**config.mk**
```make
export PLATFORM = sky130hd
export DESIGN_NAME = rre_exec
export DESIGN_NICKNAME = d
export VERILOG_FILES = /design/src/hdl/rre_addr_gen.v /design/src/hdl/rre_rotate.v /design/src/hdl/rre_exec.v
export VERILOG_INCLUDE_DIRS = /design/src /design/src/include
export SDC_FILE = /design/constraint.sdc
export NUM_CORES = 1
export LEC_CHECK = 0
export BUFFER_PORTS_ARGS = -buffer_cell sky130_fd_sc_hd__buf_2
export CAP_MARGIN = 20
export CELL_PAD_IN_SITES_DETAIL_PLACEMENT = 0
export CELL_PAD_IN_SITES_GLOBAL_PLACEMENT = 1
export CORE_ASPECT_RATIO = 0.5
export CORE_UTILIZATION = 43
export DETAILED_ROUTE_END_ITERATION = 16
export HOLD_SLACK_MARGIN = 0.08
export PLACE_DENSITY = 0.85
export SLEW_MARGIN = 15
export SYNTH_ARGS = -nofsm -noshare
export SYNTH_HDL_FRONTEND = slang
export SYNTH_SLANG_ARGS = --single-unit
```
**constraint.sdc**
```tcl
create_clock -name clk -period 4.6 [get_ports clk]
set_clock_uncertainty 0.05 [all_clocks]
set_input_delay 1.38 -clock clk [delete_from_list [all_inputs] [get_ports clk]]
set_output_delay 1.38 -clock clk [all_outputs]
set_load 0.05 [all_outputs]
```
**src/include/rre_regs.vh**
```
// Purpose: Shared constants of the return and rotate execution block.
// Assumes: Included by bare name from every design file of the block except the rotate datapath.
// Notes: Opcode patterns are compared after masking with the matching mask.
`ifndef RRE_REGS_VH
`define RRE_REGS_VH

// Opcode patterns and masks.
`define RRE_OP_INT_RET 16'h0010
`define RRE_OP_RETURN 16'h0012
`define RRE_MASK_SHADOW 16'hFFFE
`define RRE_OP_LIT_RET 16'h0C00
`define RRE_MASK_LIT_RET 16'hFF00
`define RRE_OP_ROT_LEFT 16'h3400
`define RRE_MASK_ROT_LEFT 16'hFC00

// Instruction field positions.
`define RRE_BIT_SHADOW 0
`define RRE_BIT_ACCESS 8
`define RRE_BIT_DEST 9
`define RRE_LIT_MSB 7

// Status register bit positions.
`define RRE_ST_C 0
`define RRE_ST_Z 2
`define RRE_ST_N 4

// Control register bit positions.
`define RRE_CT_LOW_EN 0
`define RRE_CT_HIGH_EN 1
`define RRE_CT_IPEN 2
`define RRE_CT_EXTEN 3

// Register port addresses.
`define RRE_ADDR_W 4'h0
`define RRE_ADDR_STATUS 4'h1
`define RRE_ADDR_BANK 4'h2
`define RRE_ADDR_CTRL 4'h3
`define RRE_ADDR_W_SHD 4'h4
`define RRE_ADDR_ST_SHD 4'h5
`define RRE_ADDR_BANK_SHD 4'h6
`define RRE_ADDR_PCL 4'h7
`define RRE_ADDR_PCH 4'h8
`define RRE_ADDR_PCU 4'h9

// Reset values.
`define RRE_RST_BYTE 8'h00
`define RRE_RST_BANK 4'h0
`define RRE_RST_PC 21'h000000
`define RRE_RST_ADDR 12'h000

// Data memory addressing.
`define RRE_INDEX_LIMIT 8'h5F
`define RRE_ACCESS_HIGH_BANK 4'hF
`define RRE_ACCESS_LOW_BANK 4'h0

`endif

```
**src/hdl/rre_addr_gen.v**
```verilog
// Purpose: Forms the data memory address of a byte-oriented operand.
// Assumes: Purely combinational; all inputs come from the core clock domain.
// Notes: The indexed form adds the literal offset to the index base.
`timescale 1ns/1ps
`include "rre_regs.vh"
module rre_addr_gen #(
    parameter ADDR_W = 12
) (
    input wire [7:0] fileAddr,
    input wire accessSel,
    input wire [3:0] bankSel,
    input wire extEnable,
    input wire [ADDR_W-1:0] indexBase,
    output reg [ADDR_W-1:0] dataAddr,
    output reg indexed
);
    always @* begin
        indexed = 1'b0;
        if (accessSel) begin
            dataAddr = {bankSel, fileAddr}; // RQ9
        end else if (extEnable && (fileAddr <= `RRE_INDEX_LIMIT)) begin
            indexed = 1'b1;
            dataAddr = indexBase + {4'h0, fileAddr}; // RQ10
        end else if (fileAddr <= `RRE_INDEX_LIMIT) begin
            dataAddr = {`RRE_ACCESS_LOW_BANK, fileAddr}; // RQ9
        end else begin
            dataAddr = {`RRE_ACCESS_HIGH_BANK, fileAddr}; // RQ9
        end
    end
endmodule // rre_addr_gen

```
**src/hdl/rre_rotate.v**
```verilog
// Purpose: Rotate-left-through-carry datapath with its flag results.
// Assumes: Purely combinational.
// Notes: Zero and negative describe the rotated byte, not the source byte.
`timescale 1ns/1ps
module rre_rotate #(
    parameter DATA_W = 8
) (
    input wire [DATA_W-1:0] dataIn,
    input wire carryIn,
    output wire [DATA_W-1:0] result,
    output wire carryOut,
    output wire negOut,
    output wire zeroOut
);
    assign result = {dataIn[DATA_W-2:0], carryIn}; // RQ7
    assign carryOut = dataIn[DATA_W-1]; // RQ7
    assign negOut = result[DATA_W-1]; // RQ7
    assign zeroOut = ~|result; // RQ7
endmodule // rre_rotate

```
**src/hdl/rre_exec.v**
```verilog
// Purpose: Executes return-from-interrupt, return-with-literal, return and rotate-left-carry.
// Assumes: Stack, data memory and index base live outside on the same clock.
// Notes: Other opcodes are accepted and retired in one cycle with no effect.
// Function
// RQ1 - The return-from-interrupt opcode pops the stack into the program counter, low bit selects shadows.
// RQ2 - Return-from-interrupt sets the high or low priority global enable and changes no other status.
// RQ3 - With the shadow flag at 1 both interrupt and subroutine returns restore W, status and bank select from shadows.
// RQ4 - Returns never touch the program counter upper and high latches, only the program counter.
// RQ5 - Return-with-literal loads its 8-bit literal into W, pops the stack, takes two cycles, no flags.
// RQ6 - Return-from-subroutine pops the stack into the program counter in two cycles with no flag change.
// RQ7 - Rotate-left-carry shifts the byte left, bit 7 to carry, old carry to bit 0, updating C, N and Z.
// RQ8 - The rotate destination bit at 0 writes W, at 1 writes back to the file register.
// RQ9 - The rotate access bit at 0 uses the access bank, at 1 the bank select register picks the bank.
// RQ10 - With the extended set on and access bit 0, file addresses up to 95 use indexed literal offset.
// RQ11 - Two-cycle returns finish all updates at the end of the first cycle, the second cycle is a no-op.
`timescale 1ns/1ps
`include "rre_regs.vh"
module rre_exec #(
    parameter PC_W = 21,
    parameter ADDR_W = 12
) (
    input wire clk,
    input wire arst_n,
    input wire instrValid,
    input wire [15:0] instrWord,
    output reg instrReady_q,
    input wire [PC_W-1:0] topOfStack,
    output reg stackPop_q,
    output reg [PC_W-1:0] pc_q,
    input wire [ADDR_W-1:0] indexBase,
    output reg [ADDR_W-1:0] memAddr_q,
    output reg memRdEn_q,
    input wire [7:0] memRdData,
    output reg memWrEn_q,
    output reg [7:0] memWrData_q,
    input wire [3:0] regAddr,
    input wire [7:0] regWrData,
    input wire regWrStrobe,
    input wire regRdStrobe,
    output reg [7:0] regRdData_q,
    output reg [7:0] workingReg_q,
    output reg [7:0] statusReg_q,
    output reg [3:0] bankSelectRegister_q,
    output reg highPriorityGlobalEnable_q,
    output reg lowPriorityGlobalEnable_q
);
    localparam ST_IDLE = 3'b001;
    localparam ST_NOP = 3'b010;
    localparam ST_ROT = 3'b100;

    reg [2:0] state_q;
    reg [2:0] state_d;
    reg [7:0] workingShadow_q;
    reg [7:0] statusShadow_q;
    reg [3:0] bankSelectShadow_q;
    reg priorityEnable_q;
    reg extendedEnable_q;
    reg rotDest_q;

    wire issue;
    wire isIntRet;
    wire isReturn;
    wire isLitRet;
    wire isRotLeft;
    wire shadowSel;
    wire doPop;
    wire doRestore;
    wire [ADDR_W-1:0] operandAddr;
    wire [7:0] rotResult;
    wire rotCarry;
    wire rotNeg;
    wire rotZero;
    wire swWrite;
    reg [7:0] regRdData_d;

    assign issue = instrValid & state_q[0];
    assign isIntRet = ((instrWord & `RRE_MASK_SHADOW) == `RRE_OP_INT_RET); // RQ1
    assign isReturn = ((instrWord & `RRE_MASK_SHADOW) == `RRE_OP_RETURN); // RQ6
    assign isLitRet = ((instrWord & `RRE_MASK_LIT_RET) == `RRE_OP_LIT_RET); // RQ5
    assign isRotLeft = ((instrWord & `RRE_MASK_ROT_LEFT) == `RRE_OP_ROT_LEFT); // RQ7
    assign shadowSel = instrWord[`RRE_BIT_SHADOW];
    assign doPop = issue & (isIntRet | isReturn | isLitRet);
    assign doRestore = issue & (isIntRet | isReturn) & shadowSel; // RQ3
    assign swWrite = regWrStrobe;

    rre_addr_gen #(
        .ADDR_W(ADDR_W)
    ) uAddrGen (
        .fileAddr(instrWord[`RRE_LIT_MSB:0]),
        .accessSel(instrWord[`RRE_BIT_ACCESS]),
        .bankSel(bankSelectRegister_q),
        .extEnable(extendedEnable_q),
        .indexBase(indexBase),
        .dataAddr(operandAddr),
        .indexed()
    );

    rre_rotate #(
        .DATA_W(8)
    ) uRotate (
        .dataIn(memRdData),
        .carryIn(statusReg_q[`RRE_ST_C]),
        .result(rotResult),
        .carryOut(rotCarry),
        .negOut(rotNeg),
        .zeroOut(rotZero)
    );

    // A two-cycle return retires its work on the accepting edge and then idles one cycle,
    // which stands in for the refill of the fetch pipeline.
    always @* begin
        state_d = state_q;
        case (state_q)
            ST_IDLE: begin
                if (doPop) begin
                    state_d = ST_NOP; // RQ11
                end else if (issue && isRotLeft) begin
                    state_d = ST_ROT;
                end
            end
            ST_NOP: begin
                state_d = ST_IDLE;
            end
            ST_ROT: begin
                state_d = ST_IDLE;
            end
            default: begin
                state_d = ST_IDLE;
            end
        endcase
    end

    always @(posedge clk or negedge arst_n) begin
        if (!arst_n) begin
            state_q <= ST_IDLE;
            instrReady_q <= 1'b1;
        end else begin
            state_q <= state_d;
            instrReady_q <= (state_d == ST_IDLE);
        end
    end

    // Program counter and stack pop; the address latches are not part of this block
    // and nothing here drives them.
    always @(posedge clk or negedge arst_n) begin
        if (!arst_n) begin
            pc_q <= `RRE_RST_PC;
            stackPop_q <= 1'b0;
        end else begin
            stackPop_q <= doPop; // RQ1
            if (doPop) begin
                pc_q <= topOfStack; // RQ4
            end
        end
    end

    // Data memory access for the rotate: address in the decode cycle, data back one
    // cycle later. This costs one extra clock against a single-cycle rotate.
    always @(posedge clk or negedge arst_n) begin
        if (!arst_n) begin
            memAddr_q <= `RRE_RST_ADDR;
            memRdEn_q <= 1'b0;
            memWrEn_q <= 1'b0;
            memWrData_q <= `RRE_RST_BYTE;
            rotDest_q <= 1'b0;
        end else begin
            memRdEn_q <= issue & isRotLeft;
            memWrEn_q <= 1'b0;
            if (issue && isRotLeft) begin
                memAddr_q <= operandAddr; // RQ9
                rotDest_q <= instrWord[`RRE_BIT_DEST];
            end
            if (state_q[2] && rotDest_q) begin
                memWrEn_q <= 1'b1; // RQ8
                memWrData_q <= rotResult;
            end
        end
    end

    // Architectural registers. Hardware updates come after software writes so that an
    // instruction landing in the same cycle as a register write wins.
    always @(posedge clk or negedge arst_n) begin
        if (!arst_n) begin
            workingReg_q <= `RRE_RST_BYTE;
            statusReg_q <= `RRE_RST_BYTE;
            bankSelectRegister_q <= `RRE_RST_BANK;
            workingShadow_q <= `RRE_RST_BYTE;
            statusShadow_q <= `RRE_RST_BYTE;
            bankSelectShadow_q <= `RRE_RST_BANK;
            highPriorityGlobalEnable_q <= 1'b0;
            lowPriorityGlobalEnable_q <= 1'b0;
            priorityEnable_q <= 1'b0;
            extendedEnable_q <= 1'b0;
        end else begin
            if (swWrite) begin
                case (regAddr)
                    `RRE_ADDR_W: begin
                        workingReg_q <= regWrData;
                    end
                    `RRE_ADDR_STATUS: begin
                        statusReg_q <= regWrData;
                    end
                    `RRE_ADDR_BANK: begin
                        bankSelectRegister_q <= regWrData[3:0];
                    end
                    `RRE_ADDR_CTRL: begin
                        lowPriorityGlobalEnable_q <= regWrData[`RRE_CT_LOW_EN];
                        highPriorityGlobalEnable_q <= regWrData[`RRE_CT_HIGH_EN];
                        priorityEnable_q <= regWrData[`RRE_CT_IPEN];
                        extendedEnable_q <= regWrData[`RRE_CT_EXTEN];
                    end
                    `RRE_ADDR_W_SHD: begin
                        workingShadow_q <= regWrData;
                    end
                    `RRE_ADDR_ST_SHD: begin
                        statusShadow_q <= regWrData;
                    end
                    `RRE_ADDR_BANK_SHD: begin
                        bankSelectShadow_q <= regWrData[3:0];
                    end
                    default: begin
                    end
                endcase
            end
            // Without priorities the high enable is the single global enable. With them,
            // the high level is re-armed first, since it is the one a high ISR cleared.
            if (issue && isIntRet) begin
                if (!priorityEnable_q || !highPriorityGlobalEnable_q) begin
                    highPriorityGlobalEnable_q <= 1'b1; // RQ2
                end else begin
                    lowPriorityGlobalEnable_q <= 1'b1; // RQ2
                end
            end
            if (doRestore) begin
                workingReg_q <= workingShadow_q; // RQ3
                statusReg_q <= statusShadow_q; // RQ3
                bankSelectRegister_q <= bankSelectShadow_q; // RQ3
            end
            if (issue && isLitRet) begin
                workingReg_q <= instrWord[`RRE_LIT_MSB:0]; // RQ5
            end
            if (state_q[2]) begin
                statusReg_q[`RRE_ST_C] <= rotCarry; // RQ7
                statusReg_q[`RRE_ST_N] <= rotNeg; // RQ7
                statusReg_q[`RRE_ST_Z] <= rotZero; // RQ7
                if (!rotDest_q) begin
                    workingReg_q <= rotResult; // RQ8
                end
            end
        end
    end

    // Register read mux. Without a strobe the port reads 0, so the data stand for
    // exactly one cycle after the strobe and a stale byte is never seen twice.
    always @* begin
        regRdData_d = `RRE_RST_BYTE;
        if (regRdStrobe) begin
            case (regAddr)
                `RRE_ADDR_W: begin
                    regRdData_d = workingReg_q;
                end
                `RRE_ADDR_STATUS: begin
                    regRdData_d = statusReg_q;
                end
                `RRE_ADDR_BANK: begin
                    regRdData_d = {4'h0, bankSelectRegister_q};
                end
                `RRE_ADDR_CTRL: begin
                    regRdData_d = {4'h0, extendedEnable_q, priorityEnable_q,
                        highPriorityGlobalEnable_q, lowPriorityGlobalEnable_q};
                end
                `RRE_ADDR_W_SHD: begin
                    regRdData_d = workingShadow_q;
                end
                `RRE_ADDR_ST_SHD: begin
                    regRdData_d = statusShadow_q;
                end
                `RRE_ADDR_BANK_SHD: begin
                    regRdData_d = {4'h0, bankSelectShadow_q};
                end
                `RRE_ADDR_PCL: begin
                    regRdData_d = pc_q[7:0];
                end
                `RRE_ADDR_PCH: begin
                    regRdData_d = pc_q[15:8];
                end
                `RRE_ADDR_PCU: begin
                    regRdData_d = {3'h0, pc_q[PC_W-1:16]};
                end
                default: begin
                    regRdData_d = `RRE_RST_BYTE;
                end
            endcase
        end
    end

    // The program counter bytes are not latched together; software that reads them
    // while a return retires may see a torn value.
    always @(posedge clk or negedge arst_n) begin
        if (!arst_n) begin
            regRdData_q <= `RRE_RST_BYTE;
        end else begin
            regRdData_q <= regRdData_d;
        end
    end

endmodule // rre_exec

```
==> flow_summary.json <==
{
  "status": "completed",
  "hold_class": "register to register",
  "slowest_stage": "or3_1",
  "fin_tns_setup_ps": 0,
  "netlist_area_sq_mm": 0.00536,
  "drive_gt1_share_pct": 37.0,
  "synth_warnings": 0,
  "cp.buffers_inverters": 2,
  "holdWs_ps": 453,
  "layout.cells.non_filler": 835,
  "worst_pin_slew_ps": 1070,
  "clk_latency_ps": 350,
  "grt_pass1_vias": 4275,
  "place_area_sq_mm": 0.00627,
  "viasPerCell": 5.51,
  "antenna_cells": 0,
  "p_leak_nw": 3.27,
  "reg2regPathDepth": 6,
  "ir_worst_vdd_uv": 162,
  "syn_avg_cell_area_sq_um": 10.2,
  "ioPinCount": 149,
  "path_class": "input port to register",
  "die_x_um": 160,
  "cp.arrival_ps": 3810,
  "cts-root-buf": "clkbuf_16",
  "post_cts_buffers": 0,
  "synth_edf_count": 0,
  "fmax_ghz": 0.276,
  "finalHoldViolCount": 0,
  "finalCritPeriodShare_pct": 78.8,
  "cp_cell_sequence": "buf_2, or4_1, or4_4, or3_1, buf_4, nor2_1, a21oi_1",
  "antenna_found_initial": 0,
  "synth_area_leaders": "dfrtp_1 (46%), mux2_2 (12%), mux2i_1 (3.7%), nand3_1 (3.7%), nand2_1 (3.4%)",
  "yosys.area.top_type_share_pct": 46.2,
  "powerDensity_mw_per_mm2": 410,
  "synth_cells": 524,
  "path_max_fanout": 29,
  "rsz0062_at_grt": "no",
  "syn_nets": 607,
  "cts-resized-gates": 0,
  "period_needed_ps": 3630,
  "synth_seq_cells": 101,
  "finalInstanceArea_sq_mm": 0.00657,
  "dr.pass1.iters": 5,
  "yosysTopAreaCell": "dfrtp_1",
  "cp.required_ps": 4790,
  "die-height_um": 80.9,
  "cp-end-kind": "register",
  "setup_viol_count_final": 0,
  "crit_cells": 7,
  "maxSlewViolCount": 0,
  "synth-seq-area-share_pct": 47.2,
  "grtUsageTotal_pct": 23.9,
  "clock_path_buffers": 2,
  "grt_pass1_wl_um": 23500,
  "drc": 0,
  "max_stage_delay_ps": 800,
  "detail-route-antenna-nets": 0,
  "area_growth_pct": 22.5,
  "initialDrtViolationCount": 393,
  "hold_depth": 1,
  "yosysUniqueCellTypes": 55,
  "cts-hold-fix-buffers": 0,
  "cp-start-kind": "input port",
  "cts_num_sinks": 101,
  "die-area_sq_mm": 0.0129,
  "row_count": 28,
  "grt_overflow": 0,
  "critical-path-top-delay-family": "simple AND/OR/NAND/NOR gates",
  "async_reset_ff_share_pct": 100,
  "cts_buffers": 9,
  "ys.flop_type": "dfrtp_1",
  "routed_wl_um": 14800,
  "core_sq_mm": 0.0120,
  "relSlewSlack_pct": 28.9,
  "start_util_pct": 44.7,
  "hpwl_um": 11100,
  "place_inst": 819,
  "nets": 748,
  "cap_violations": 0,
  "io_buffer_count": 148,
  "cts.htree.levels": 3,
  "routabilityCongestion": 0.872,
  "path_clk_slew_ps": 70,
  "wl_per_cell_um": 17.7,
  "grt_max_degree": 61,
  "vias": 4601,
  "cts_tree": "yes"
}
-- cell usage in the layout, fill, tap and decap left out, drive strengths merged, types with 3 or more instances in the layout --
cell / n
o21ai: 14
and3: 4
nand3: 46
mux2: 58
a31oi: 10
dfrtp: 99
buf: 158
a21o: 3
nand2: 48
xnor2: 3
a22oi: 5
o211ai: 11
nor2b: 12
o22a: 4
nor3: 6
ha: 8
nor2: 46
nor4: 7
or3: 4
a22o: 6
mux2i: 20
a21oi: 36
a221oi: 4
and2: 6
clkbuf: 10
clkinv: 3
inv: 12
-- logic make-up (layout without fill, tap and decap cells) --
kind of cell | Yosys count | count (layout) | share of synthesized area [%]
AO/OA/AOI/OAI | 103 | 103 | 12.4
XOR/XNOR | 5 | 5 | 0.817
adder cells (fa/ha/maj) | 9 | 9 | 2.24
buffers and inverters | 39 | 185 | 3.32
flip-flops | 101 | 101 | 47.2
multiplexers | 80 | 80 | 16.8
AND/OR/NAND/NOR | 187 | 187 | 17.2
-- registers in the layout, indices dropped and copies added, names as in the netlist, 3 cells and up --
signal / count
workingReg_q: 8
memWrData_q: 8
statusShadow_q: 8
memAddr_q: 12
state_q: 3
workingShadow_q: 8
statusReg_q: 8
bankSelectShadow_q: 4
bankSelectRegister_q: 4
regRdData_q: 8
pc_q: 21
-- per-stage QoR --
step / util, % / power, mW / worst slack [ps]
final: 54.8 / 2.69 / 974
after detailed placement: 52.3 / 1.93 / 630
after CTS: 54.8 / 2.71 / 989
after global placement: 52.3 / 1.92 / 660
after global routing: 54.8 / 2.82 / 878
after floorplan: - / 1.68 / 1250
-- layout make-up --
class                           instances  area [sq um]
Fill cell                            1128          5420
Multi-Input combinational cell        384          2660
Sequential cell                       101          2530
Timing Repair Buffer                  158           831
Clock buffer                           10           239
Tap cell                              165           206
Clock inverter                          6          61.3
Inverter                               11          41.3
-- cell usage after synthesis (all sizes together), types with 8 or more instances --
cell type and number:
dfrtp 99, o21ai 14, ha 8, buf 12, nand2 48, nand3 46
clkbuf 16, nor2 46, inv 11, mux2 58, a21oi 36, nor2b 12
o211ai 11, a31oi 10, mux2i 20
-- power breakdown --
group | switching [mW] | internal (mW) | leakage (nW)
Combinational | 0.520 | 0.248 | 1.83
Sequential | 0.134 | 1.02 | 1.29
Clock | 0.337 | 0.436 | 0.149
-- final timing paths --
path	start	end	slack (ps)
max in group asynchronous	arst_n	pc_q[4]	2710
max	instrWord[8]	bankSelectRegister_q[2]	970
min reg2reg	memWrData_q[1]	memWrData_q[1]	450
max reg2reg	state_q[0]	bankSelectRegister_q[2]	1930
min	memWrData_q[1]	memWrData_q[1]	450
min in group asynchronous	arst_n	stackPop_q	1050
-- routing by layer --
metal	part of all wire [%]	routed length, um	vias up	track usage [%]
met5	0	0	-	0
met4	1.2	175	0	5.62
met3	6.6	980	14	6.18
met2	42	6280	175	35.0
met1	50	7390	2223	35.2
li1	-	-	2189	-
(Power assumes the default switching activity.)
